[src/hdl/pin_change_pkg.sv]
package pin_change_pkg;

  // ****************************************
  // register map, byte addresses
  // ****************************************
  localparam logic [5:0] ADDR_A_RISE = 6'h00;
  localparam logic [5:0] ADDR_A_FALL = 6'h04;
  localparam logic [5:0] ADDR_A_FLAGS = 6'h08;
  localparam logic [5:0] ADDR_B_RISE = 6'h0C;
  localparam logic [5:0] ADDR_B_FALL = 6'h10;
  localparam logic [5:0] ADDR_B_FLAGS = 6'h14;
  localparam logic [5:0] ADDR_CONTROL = 6'h18;
  localparam logic [5:0] ADDR_IRQ_STATUS = 6'h1C;
  localparam logic [5:0] ADDR_IRQ_MASK = 6'h20;

  // ****************************************
  // field layout and reset values
  // ****************************************
  localparam logic [7:0] PORT_A_IMPL = 8'h3F;
  localparam logic [7:0] PORT_B_IMPL = 8'hF0;
  localparam logic [7:0] BYTE_RESET = 8'h00;
  localparam int CTRL_ENABLE_BIT = 0;
  localparam int CTRL_AGGREGATE_BIT = 1;
  localparam int IRQ_A_BIT = 0;
  localparam int IRQ_B_BIT = 1;
  localparam logic [1:0] IRQ_IMPL = 2'h3;
  localparam logic [1:0] IRQ_RESET = 2'h0;

  // ****************************************
  // bus answers
  // ****************************************
  localparam logic [1:0] RESP_OKAY = 2'h0;
  localparam logic [1:0] RESP_SLVERR = 2'h2;

  // one held write request: address, data and strobes travel together
  typedef struct packed {
    logic [5:0] addr;
    logic [31:0] data;
    logic [3:0] strb;
  } write_req_type;

  // one read answer
  typedef struct packed {
    logic [31:0] data;
    logic [1:0] resp;
  } read_ans_type;

endpackage : pin_change_pkg

[src/hdl/pin_change_edge_detector.sv]
// Design decisions made here: the AXI4-Lite slave port and the register addresses.
`timescale 1ns/1ps
// Notes on behaviour
// port A pins 0-5 see rising edges only while their rise enable is set.
// port A pins 0-5 see falling edges only while their fall enable is set.
// an enabled rising edge on a port A pin sets its change flag.
// an enabled falling edge on a port A pin sets its change flag.
// any flag set by an enabled edge also sets the aggregate flag.
// flags set only by hardware; software reads them and clears by writing zero.
// each implemented flag bit is hardware-set plus software read/write.
// port B pins 4-7 detect enabled edges, setting their flag and aggregate.
// a direction whose enable bit is zero detects nothing.
// unimplemented enable and flag bits ignore writes and read zero.
// every implemented enable and flag bit resets to zero.
// detection runs regardless; interrupt raised only with change enable set.
// aggregate flag is the OR of all pin change flags.
// an edge during a clearing write leaves that flag set.
// software clears flags by masking out exactly the bits it saw set.
// pins are synchronised and compared with previous sample for one-cycle edges.
// both enables set make either polarity set the flag.
module pin_change_edge_detector
  import pin_change_pkg::*;
(
  input wire logic aclk,
  input wire logic aresetn,
  input wire logic [7:0] port_a_pin,
  input wire logic [7:0] port_b_pin,
  input wire logic [31:0] s_axi_awaddr,
  input wire logic [2:0] s_axi_awprot,
  input wire logic s_axi_awvalid,
  output logic s_axi_awready,
  input wire logic [31:0] s_axi_wdata,
  input wire logic [3:0] s_axi_wstrb,
  input wire logic s_axi_wvalid,
  output logic s_axi_wready,
  output logic [1:0] s_axi_bresp,
  output logic s_axi_bvalid,
  input wire logic s_axi_bready,
  input wire logic [31:0] s_axi_araddr,
  input wire logic [2:0] s_axi_arprot,
  input wire logic s_axi_arvalid,
  output logic s_axi_arready,
  output logic [31:0] s_axi_rdata,
  output logic [1:0] s_axi_rresp,
  output logic s_axi_rvalid,
  input wire logic s_axi_rready,
  output logic aggregate_change_flag,
  output logic irq
);

  // ****************************************
  // helpers
  // ****************************************
  // software write into an enable byte; only lane 0 carries data
  function automatic logic [7:0] write_byte(input logic [7:0] old_val,
      input write_req_type req, input logic [7:0] impl);
    write_byte = req.strb[0] ? (req.data[7:0] & impl) : old_val;
  endfunction : write_byte

  // enabled edges of one port, either polarity
  function automatic logic [7:0] enabled_edges(input logic [7:0] now_val,
      input logic [7:0] prev_val, input logic [7:0] rise_en,
      input logic [7:0] fall_en, input logic [7:0] impl);
    enabled_edges = ((now_val & ~prev_val & rise_en) |
                     (~now_val & prev_val & fall_en)) & impl;
  endfunction : enabled_edges

  // hardware-set, software-clear byte: a set in the clearing cycle wins
  function automatic logic [7:0] sticky_byte(input logic [7:0] old_val,
      input logic clear_en, input logic [7:0] keep, input logic [7:0] set_val);
    sticky_byte = (clear_en ? (old_val & keep) : old_val) | set_val;
  endfunction : sticky_byte

  // ****************************************
  // pin synchronisers and edge detect
  // ****************************************
  logic [7:0] a_meta_reg;
  logic [7:0] a_sync_reg;
  logic [7:0] a_prev_reg;
  logic [7:0] b_meta_reg;
  logic [7:0] b_sync_reg;
  logic [7:0] b_prev_reg;

  // the first flop may go metastable; nothing but the second flop reads it
  // two-flop sync then compare
  always_ff @(posedge aclk) begin
    if (!aresetn) begin
      a_meta_reg <= BYTE_RESET;
      a_sync_reg <= BYTE_RESET;
      a_prev_reg <= BYTE_RESET;
      b_meta_reg <= BYTE_RESET;
      b_sync_reg <= BYTE_RESET;
      b_prev_reg <= BYTE_RESET;
    end else begin
      a_meta_reg <= port_a_pin;
      a_sync_reg <= a_meta_reg;
      a_prev_reg <= a_sync_reg;
      b_meta_reg <= port_b_pin;
      b_sync_reg <= b_meta_reg;
      b_prev_reg <= b_sync_reg;
    end
  end

  logic [7:0] a_rise_en_reg;
  logic [7:0] a_fall_en_reg;
  logic [7:0] a_flags_reg;
  logic [7:0] b_rise_en_reg;
  logic [7:0] b_fall_en_reg;
  logic [7:0] b_flags_reg;
  logic ctrl_enable_reg;
  logic [1:0] irq_status_reg;
  logic [1:0] irq_mask_reg;

  // per-direction gating
  wire logic [7:0] a_set = enabled_edges(a_sync_reg, a_prev_reg, a_rise_en_reg,
                                         a_fall_en_reg, PORT_A_IMPL);
  // port B upper nibble
  wire logic [7:0] b_set = enabled_edges(b_sync_reg, b_prev_reg, b_rise_en_reg,
                                         b_fall_en_reg, PORT_B_IMPL);

  // ****************************************
  // write channel
  // ****************************************
  logic aw_held_reg;
  logic w_held_reg;
  logic [5:0] awaddr_reg;
  logic [31:0] wdata_reg;
  logic [3:0] wstrb_reg;
  logic bvalid_reg;
  logic [1:0] bresp_reg;

  // only the low six address bits are decoded: the map repeats every 64 bytes
  // a held pair waits until the previous answer is taken, so one write is in flight
  wire logic aw_take = s_axi_awvalid && !aw_held_reg;
  wire logic w_take = s_axi_wvalid && !w_held_reg;
  // address and data may arrive in either order; commit once both are held
  wire logic do_write = aw_held_reg && w_held_reg && !bvalid_reg;
  wire write_req_type wreq = '{addr: awaddr_reg, data: wdata_reg, strb: wstrb_reg};

  wire logic wr_a_rise = do_write && (wreq.addr == ADDR_A_RISE);
  wire logic wr_a_fall = do_write && (wreq.addr == ADDR_A_FALL);
  wire logic wr_a_flags = do_write && (wreq.addr == ADDR_A_FLAGS);
  wire logic wr_b_rise = do_write && (wreq.addr == ADDR_B_RISE);
  wire logic wr_b_fall = do_write && (wreq.addr == ADDR_B_FALL);
  wire logic wr_b_flags = do_write && (wreq.addr == ADDR_B_FLAGS);
  wire logic wr_ctrl = do_write && (wreq.addr == ADDR_CONTROL);
  wire logic wr_mask = do_write && (wreq.addr == ADDR_IRQ_MASK);
  wire logic wr_status = do_write && (wreq.addr == ADDR_IRQ_STATUS);
  wire logic wr_hit = wr_a_rise || wr_a_fall || wr_a_flags || wr_b_rise ||
                      wr_b_fall || wr_b_flags || wr_ctrl || wr_mask || wr_status;

  assign s_axi_awready = !aw_held_reg;
  assign s_axi_wready = !w_held_reg;
  assign s_axi_bvalid = bvalid_reg;
  assign s_axi_bresp = bresp_reg;

  always_ff @(posedge aclk) begin
    if (!aresetn) begin
      aw_held_reg <= 1'b0;
      w_held_reg <= 1'b0;
      awaddr_reg <= 6'h00;
      wdata_reg <= 32'h00000000;
      wstrb_reg <= 4'h0;
      bvalid_reg <= 1'b0;
      bresp_reg <= RESP_OKAY;
    end else begin
      if (aw_take) begin
        aw_held_reg <= 1'b1;
        awaddr_reg <= s_axi_awaddr[5:0];
      end else if (do_write) begin
        aw_held_reg <= 1'b0;
      end
      if (w_take) begin
        w_held_reg <= 1'b1;
        wdata_reg <= s_axi_wdata;
        wstrb_reg <= s_axi_wstrb;
      end else if (do_write) begin
        w_held_reg <= 1'b0;
      end
      if (do_write) begin
        bvalid_reg <= 1'b1;
        bresp_reg <= wr_hit ? RESP_OKAY : RESP_SLVERR;
      end else if (s_axi_bready) begin
        bvalid_reg <= 1'b0;
      end
    end
  end

  // ****************************************
  // enable, flag and interrupt registers
  // ****************************************
  logic ar_take;
  logic rd_status;

  // software may only clear; a same-cycle edge wins
  wire logic [7:0] a_flags_next =
    sticky_byte(a_flags_reg, wr_a_flags && wreq.strb[0], wreq.data[7:0], a_set);
  wire logic [7:0] b_flags_next =
    sticky_byte(b_flags_reg, wr_b_flags && wreq.strb[0], wreq.data[7:0], b_set);

  // status events are flags being raised; read clears, set wins
  wire logic [1:0] irq_events = {(|b_set), (|a_set)};
  wire logic [1:0] irq_status_next =
    (rd_status ? IRQ_RESET : irq_status_reg) | irq_events;

  always_ff @(posedge aclk) begin
    // everything clears on any reset
    if (!aresetn) begin
      a_rise_en_reg <= BYTE_RESET;
      a_fall_en_reg <= BYTE_RESET;
      a_flags_reg <= BYTE_RESET;
      b_rise_en_reg <= BYTE_RESET;
      b_fall_en_reg <= BYTE_RESET;
      b_flags_reg <= BYTE_RESET;
      ctrl_enable_reg <= 1'b0;
      irq_status_reg <= IRQ_RESET;
      irq_mask_reg <= IRQ_RESET;
    end else begin
      // unimplemented bits masked on write
      if (wr_a_rise) a_rise_en_reg <= write_byte(a_rise_en_reg, wreq, PORT_A_IMPL);
      if (wr_a_fall) a_fall_en_reg <= write_byte(a_fall_en_reg, wreq, PORT_A_IMPL);
      if (wr_b_rise) b_rise_en_reg <= write_byte(b_rise_en_reg, wreq, PORT_B_IMPL);
      if (wr_b_fall) b_fall_en_reg <= write_byte(b_fall_en_reg, wreq, PORT_B_IMPL);
      // flags take enabled edges
      a_flags_reg <= a_flags_next & PORT_A_IMPL;
      b_flags_reg <= b_flags_next & PORT_B_IMPL;
      if (wr_ctrl && wreq.strb[0]) ctrl_enable_reg <= wreq.data[CTRL_ENABLE_BIT];
      if (wr_mask && wreq.strb[0]) irq_mask_reg <= wreq.data[1:0] & IRQ_IMPL;
      irq_status_reg <= irq_status_next;
    end
  end

  // taken straight from the flag registers, so it drops with the clearing write
  // aggregate is the OR of every pin flag
  wire logic aggregate = (|a_flags_reg) || (|b_flags_reg);
  assign aggregate_change_flag = aggregate;

  // detection never stops; only the request is gated
  wire logic irq_level = ctrl_enable_reg && (|(irq_status_reg & irq_mask_reg));

  // registered so the pin cannot glitch while status, mask and enable settle
  logic irq_reg;
  always_ff @(posedge aclk) begin
    if (!aresetn) begin
      irq_reg <= 1'b0;
    end else begin
      irq_reg <= irq_level;
    end
  end
  assign irq = irq_reg;

  // ****************************************
  // read channel
  // ****************************************
  logic rvalid_reg;
  read_ans_type rans_reg;

  // one answer slot: a new address waits until the held answer is taken,
  // so the data of a clearing status read can never be overwritten
  assign ar_take = s_axi_arvalid && !rvalid_reg;
  wire logic [5:0] raddr = s_axi_araddr[5:0];
  assign rd_status = ar_take && (raddr == ADDR_IRQ_STATUS);

  // unimplemented bits already held at zero
  logic [31:0] rd_mux;
  logic rd_hit;
  always_comb begin
    rd_mux = 32'h00000000;
    rd_hit = 1'b1;
    unique case (raddr)
      ADDR_A_RISE: rd_mux[7:0] = a_rise_en_reg;
      ADDR_A_FALL: rd_mux[7:0] = a_fall_en_reg;
      ADDR_A_FLAGS: rd_mux[7:0] = a_flags_reg;
      ADDR_B_RISE: rd_mux[7:0] = b_rise_en_reg;
      ADDR_B_FALL: rd_mux[7:0] = b_fall_en_reg;
      ADDR_B_FLAGS: rd_mux[7:0] = b_flags_reg;
      ADDR_CONTROL: begin
        rd_mux[CTRL_ENABLE_BIT] = ctrl_enable_reg;
        rd_mux[CTRL_AGGREGATE_BIT] = aggregate;
      end
      ADDR_IRQ_STATUS: rd_mux[1:0] = irq_status_reg;
      ADDR_IRQ_MASK: rd_mux[1:0] = irq_mask_reg;
      default: rd_hit = 1'b0;
    endcase
  end

  assign s_axi_arready = !rvalid_reg;
  assign s_axi_rvalid = rvalid_reg;
  assign s_axi_rdata = rans_reg.data;
  assign s_axi_rresp = rans_reg.resp;

  always_ff @(posedge aclk) begin
    if (!aresetn) begin
      rvalid_reg <= 1'b0;
      rans_reg <= '{data: 32'h00000000, resp: RESP_OKAY};
    end else if (ar_take) begin
      rvalid_reg <= 1'b1;
      rans_reg <= '{data: rd_mux, resp: rd_hit ? RESP_OKAY : RESP_SLVERR};
    end else if (s_axi_rready) begin
      rvalid_reg <= 1'b0;
    end
  end

endmodule : pin_change_edge_detector

[config.mk]
export PLATFORM = sky130hd
export DESIGN_NAME = pin_change_edge_detector
export DESIGN_NICKNAME = d
export VERILOG_FILES = /design/src/hdl/pin_change_pkg.sv /design/src/hdl/pin_change_edge_detector.sv
export SDC_FILE = /design/constraint.sdc
export NUM_CORES = 1
export LEC_CHECK = 0
export BUFFER_PORTS_ARGS = -buffer_cell sky130_fd_sc_hd__buf_2
export CAP_MARGIN = 40
export CELL_PAD_IN_SITES_DETAIL_PLACEMENT = 0
export CELL_PAD_IN_SITES_GLOBAL_PLACEMENT = 2
export CORE_UTILIZATION = 28
export CTS_BUF_LIST = sky130_fd_sc_hd__clkbuf_8
export DETAILED_ROUTE_END_ITERATION = 12
export GPL_TIMING_DRIVEN = 0
export PLACE_DENSITY = 0.85
export REMOVE_ABC_BUFFERS = 1
export SYNTH_ARGS = -nofsm -noshare
export SYNTH_HDL_FRONTEND = slang
export SYNTH_SLANG_ARGS = --single-unit
[constraint.sdc]
create_clock -name aclk -period 1.7 [get_ports aclk]
set_input_delay 0.255 -clock aclk [delete_from_list [all_inputs] [get_ports aclk]]
set_output_delay 0.255 -clock aclk [all_outputs]
set_load 0.05 [all_outputs]
==> flow_metrics.env, run 1 <==
export IMPL_grt_util_met3_pct=4.370
export IMPL_power_net_switching_w=0.001158
export IMPL_place_area_sq_um=4312
export IMPL_power_frac_clock_pct=35.2
export IMPL_grt_pass1_wl_microns=14970
export IMPL_cts_tree="done"
export IMPL_p_int_w=0.003114
export IMPL_fp_dieArea_sq_um=14770
export IMPL_critPathKind="flip-flop to primary output"
export IMPL_cts_buffers_inserted=9
export IMPL_end_kind="primary output"
export IMPL_placedCellCount=649
export IMPL_layout_nets=612
export IMPL_finish_cell_count_without_fillers=668
export IMPL_postRouteAntennaNets=0
export IMPL_ir_drop_mv=0.4729
export IMPL_rsz0062_at_grt="false"
export IMPL_drv_slew=0
export IMPL_drt_pre_antenna_iters=4
export IMPL_antennaDiodeCount=0
export IMPL_cp_arrival_ns=1.38
export IMPL_yosysTopAreaCell="dfxtp_1"
export IMPL_crit_fanout=3
export IMPL_htree_levels=3
export IMPL_rr_endpoint="a_rise_en_reg[5]"
export IMPL_grt_busiest_layer="met2"
export IMPL_hp_class="primary input to flip-flop"
export IMPL_n_fill_cell=1458
export IMPL_synth_cell_types=47
export IMPL_leakage_nw=1.910
export IMPL_ff2ff_path_depth=4
export IMPL_use_met1_pct=17.60
export IMPL_dieHeight_microns=121.5
export IMPL_synth_commonest_cells="dfxtp_1 (95), nand2_1 (41), nor2_1 (38), and2_1 (34), mux2i_1 (31)"
export IMPL_syn_instance_count=437
export IMPL_synth_edff_count=0
export IMPL_synth_area_leaders="dfxtp_1 (48%), mux2i_1 (7.8%), buf_4 (5.6%), and2_1 (5.3%), nand2_1 (3.8%)"
export IMPL_finalSetupViolCount=0
export IMPL_final_util_pct=32.80
export IMPL_wl_per_cell_microns=14.04
export IMPL_ys_ff_latch=95
export IMPL_syn_avg_cell_area_sq_um=9.154
export IMPL_dpl_hpwl_microns=6611
export IMPL_slowest_delay_ns=0.35
export IMPL_gr_total_overflow=0
export IMPL_cts_root_to_sink_buffers=2
export IMPL_ys_seq_area_share_pct=47.54
export IMPL_critPathLaunchType="flip-flop"
export IMPL_grtUsageTotal_pct=13.42
export IMPL_power_w=0.004272
export IMPL_cp_cell_sequence="nor4_4 > nand3_2 > buf_6"
export IMPL_worst_pin_slew_ns=0.7093
export IMPL_route_vias_total=3022
export IMPL_cts_root_buffer="clkbuf_8"
export IMPL_slew_headroom_pct=52.66
export IMPL_antenna_found_initial=0
export IMPL_yosysMostFrequentCell="dfxtp_1"
export IMPL_syn_cell_area_sq_um=4000
export IMPL_worstPathRequired_ns=1.44
export IMPL_p_comb_share_pct=10.1
export IMPL_ys_flop_type="dfxtp_1"
export IMPL_timing_final_crit_share_pct=95.98
export IMPL_drc=0
export IMPL_seqPwrFrac_pct=54.6
export IMPL_die_w_microns=121.5
export IMPL_r2r_setup_slack_ns=0.14
export IMPL_vias_per_cell=4.524
export IMPL_clock_latency_ns=0.37
export IMPL_gp_congestion=0.8255
export IMPL_area_growth_pct=14.26
export IMPL_grt_use_met2_pct=21.06
export IMPL_initial_utilization_pct=28.71
export IMPL_synth_warnings=0
export IMPL_holdBufCountCts=0
export IMPL_reg2reg_from="awaddr_reg[5]"
export IMPL_skew_ns=0.01452
export IMPL_fin_crit_ns=1.632
export IMPL_grt_pass1_vias=2881
export IMPL_p_per_area_nw_per_um2=934.7
export IMPL_switching_share_pct=27.11
export IMPL_numClockSinks=95
export IMPL_netlist_area_leader_share_pct=47.54
export IMPL_synthArstFlopShare_pct=0
export IMPL_crit_slowest_cell="dfxtp_2"
export IMPL_grt_max_degree=52
export IMPL_drive_gt1_share_pct=17.62
export IMPL_status="complete, no violations"
export IMPL_fmax_mhz=612.9
export IMPL_clk_pin_slew_ns=0.10
export IMPL_critPathCapture="aggregate_change_flag"
export IMPL_io_pins=172
export IMPL_num_rows=43
export IMPL_finalHoldViolCount=0
export IMPL_drt_first_iter_violations=214
export IMPL_cap_violations=0
export IMPL_wl_microns=9376
export IMPL_portBuffers=54
export IMPL_critPathLaunch="a_flags_reg[4]"
export IMPL_final_area_sq_um=4571
export IMPL_core_sq_um=13930
==> cells by family (layout without fill, tap and decap cells) <==
group,after synthesis,count (layout),synth area share [%]
compound gates,77,77,11.73
buf+inv,55,81,8.227
flops,95,95,47.54
mux,33,33,8.602
other cells,1,26,0.09375
simple gates,176,176,23.80
==> cell usage in the layout (no fill, tap or decap), types with 5 or more instances in the layout <==
cell      count
and2_1       34
o21ai_0      19
nor2_1       38
o21a_1       11
clkbuf_8     10
nand2b_1      6
inv_1         6
nand2_1      41
conb_1       26
nor2b_1       5
nor3_1        5
mux2i_1      31
dfxtp_1      94
nand3_1      12
a21oi_1      25
nand4_1       5
buf_2        53
nand3b_1     12
==> per-layer routing <==
metal  part of all wire, %  wire length, microns  vias up
li1                      -                     -     1540
met1                    49                  4638     1419
met2                    45                  4255       56
met3                   4.3                   405        7
met4                  0.82                    77        0
met5                     0                     0        -
==> worst max-delay path, delay by kind of cell (launching register included) <==
family	cells	cell delay, ns
buf+inv	1	0.19
flops	1	0.35
simple gates	2	0.46
==> worst min path at each step <==
stage,slack [ns],depth (start not counted),to,from
2_1_floorplan,0.37,2,aw_held_reg,s_axi_awvalid
3_3_place_gp,0.42,1,a_sync_reg[3],a_meta_reg[3]
3_5_place_dp,0.42,1,a_sync_reg[2],a_meta_reg[2]
4_1_cts,0.07,2,b_meta_reg[7],port_b_pin[7]
5_1_grt,0.06,2,b_meta_reg[5],port_b_pin[5]
6_report,0.08,2,b_meta_reg[7],port_b_pin[7]
==> through the flow <==
stage / setup TNS (ns) / hold slack [ns] / setup slack (ns)
after floorplan: -0.03308 / 0.3708 / -0.005513
after global placement: -69.01 / 0.4173 / -1.482
after detailed placement: -0.06175 / 0.4177 / -0.01914
after CTS: 0 / 0.07043 / 0.01606
after global routing: 0 / 0.06281 / 0.007684
final: 0 / 0.08257 / 0.06834
==> cell type report <==
cell class / count / area, sq um / area share [%]
Tap cell: 180 / 225.2 / 4.927
Inverter: 6 / 23.77 / 0.5201
Timing Repair Buffer: 59 / 326.6 / 7.145
Sequential cell: 95 / 1903 / 41.64
Multi-Input combinational cell: 312 / 1893 / 41.42
Clock inverter: 6 / 61.31 / 1.341
Clock buffer: 10 / 137.6 / 3.011
==> power by group through the flow <==
stage | Clock [W] | Sequential (W) | Combinational, W
finish | 0.00151 | 0.00233 | 0.000432
CTS | 0.00156 | 0.00233 | 0.000437
floorplan | 0 | 0.00239 | 0.000275
detailed placement | 0 | 0.00239 | 0.000436
global route | 0.00167 | 0.00235 | 0.000470
global placement | 0 | 0.00238 | 0.000425
==> what timing repair did <==
action                                  CTS  global route
endpoints found under the setup margin    7            13
setup buffers                             1             2
gates resized for setup                   6             3
pin swaps                                 1             4
Power figures use the tool's default switching activity.
==> inputs of run 2 (changes only) <==
Settings changed: CELL_PAD_IN_SITES_GLOBAL_PLACEMENT 2 to 1, CORE_UTILIZATION 28 to 35, PLACE_DENSITY 0.85 to 0.84.
==> flow_metrics.env, run 2 (synthesis gave the netlist of run 1 again) <==
export IMPL_hp_class="primary input to flip-flop"
export IMPL_cts_buffers_inserted=9
export IMPL_portBuffers=54
export IMPL_crit_fanout=3
export IMPL_critPathLaunchType="flip-flop"
export IMPL_initial_utilization_pct=36.42
export IMPL_dpl_hpwl_microns=6221
export IMPL_clk_pin_slew_ns=0.09
export IMPL_cp_arrival_ns=1.38
export IMPL_grtUsageTotal_pct=15.74
export IMPL_finalHoldViolCount=0
export IMPL_fin_crit_ns=1.636
export IMPL_grt_pass1_wl_microns=14300
export IMPL_numClockSinks=95
export IMPL_dieHeight_microns=108.9
export IMPL_final_common_cell="dfxtp_1"
export IMPL_fp_dieArea_sq_um=11860
export IMPL_htree_levels=3
export IMPL_seqPwrFrac_pct=54.2
export IMPL_io_pins=172
export IMPL_layout_common_cells="dfxtp_1 (95), buf_2 (53), nand2_1 (41), nor2_1 (38), and2_1 (34)"
export IMPL_drt_first_iter_violations=182
export IMPL_ir_drop_mv=0.3770
export IMPL_cts_root_to_sink_buffers=2
export IMPL_drive_gt1_share_pct=17.62
export IMPL_leakage_nw=1.900
export IMPL_cts_tree="done"
export IMPL_area_growth_pct=13.48
export IMPL_tns_ns=0
export IMPL_grt_max_degree=40
export IMPL_p_per_area_nw_per_um2=949.8
export IMPL_drt_pre_antenna_iters=4
export IMPL_whs_ns=0.09477
export IMPL_wl_per_cell_microns=13.74
export IMPL_end_kind="primary output"
export IMPL_die_w_microns=108.9
export IMPL_route_vias_total=3117
export IMPL_cts_root_buffer="clkbuf_8"
export IMPL_timing_final_crit_share_pct=96.21
export IMPL_antennaDiodeCount=0
export IMPL_p_int_w=0.003134
export IMPL_rsz0062_at_grt="true"
export IMPL_core_sq_um=10980
export IMPL_critPathKind="flip-flop to primary output"
export IMPL_gr_total_overflow=0
export IMPL_skew_ns=0.008587
export IMPL_worstPathRequired_ns=1.44
export IMPL_n_fill_cell=1098
export IMPL_switching_share_pct=27.31
export IMPL_cap_violations=0
export IMPL_power_frac_clock_pct=35.7
export IMPL_wl_microns=8626
export IMPL_drc=0
export IMPL_finalSetupViolCount=0
export IMPL_place_ws_ns=-0.3471
export IMPL_num_rows=38
export IMPL_fmax_mhz=611.4
export IMPL_power_net_switching_w=0.001177
export IMPL_clock_latency_ns=0.36
export IMPL_postRouteAntennaNets=0
export IMPL_vias_per_cell=4.963
export IMPL_layout_nets=612
export IMPL_status="complete, no violations"
export IMPL_layout_setup_ws_ns=0.06448
export IMPL_gp_congestion=0.7875
export IMPL_p_comb_share_pct=10.1
export IMPL_drv_slew=0
export IMPL_grt_pass1_vias=2896
export IMPL_antenna_found_initial=0
[run 2: cell types whose count changed in the layout (fill, tap and decap cells not counted), sizes merged]
cell	before	now
inv	6	7
clkinvlp	0	3
clkinv	5	1
[run 2: power by group through the flow]
stage,Clock [W],Sequential (W),Combinational (W)
after floorplan,0,0.00239,0.000275
after CTS,0.00158,0.00233,0.000438
after global routing,0.00168,0.00235,0.000476
after global placement,0,0.00238,0.000416
final,0.00154,0.00233,0.000436
after detailed placement,0,0.00239,0.000438
[run 2: area by class of cell]
cell class	count	area [sq um]	area share, %
timing repair buffer	59	346.6	7.635
tap	140	175.2	3.859
clock buffer	10	137.6	3.032
clock inverter	6	67.56	1.488
inverter	6	26.28	0.5788
multi-input combinational	312	1884	41.51
sequential	95	1902	41.90
[run 2: critical path, cell delays in order (launching register included)]
cell and delay, ns:
dfxtp_1 0.34, nor4_2 0.33, nand3_2 0.16, buf_6 0.19
[run 2: path summary, 6_finish.rpt]
path                                startpoint                    end  slack [ns]  cells past startpoint
worst max-delay path            a_flags_reg[4]  aggregate_change_flag        0.06                      3
worst max register to register   awaddr_reg[5]       a_rise_en_reg[1]        0.14                      4
worst min-delay path             port_b_pin[4]          b_meta_reg[4]        0.09                      2
worst min register to register   a_meta_reg[0]          a_sync_reg[0]        0.43                      1
[run 2: per-layer routing]
metal  part of all wire, %  global-route usage [%]  vias to the layer above
li1                      -                       -                     1540
met1                    48                   21.81                     1473
met2                    45                   24.26                       96
met3                   6.0                   3.586                        8
met4                   1.0                   4.633                        0
met5                     0                       0                        -
[run 2: stage by stage]
step                      std cells  cell area [sq um]  power (W)  utilization, %
after global placement          607               4233   0.002799           38.54
after floorplan                 413               3787   0.002668               -
after global routing            628               4539   0.004497           41.33
after detailed placement        610               4288   0.002824           39.04
final                           628               4539   0.004311           41.33
after CTS                       627               4514   0.004352           41.10
[run 2: what timing repair did]
action,in CTS,in global routing
pin swaps,1,2
hold buffers,0,0
setup endpoints to repair,5,31
buffers inserted,1,1
resized for setup,4,4
endpoints found under the hold margin,0,0
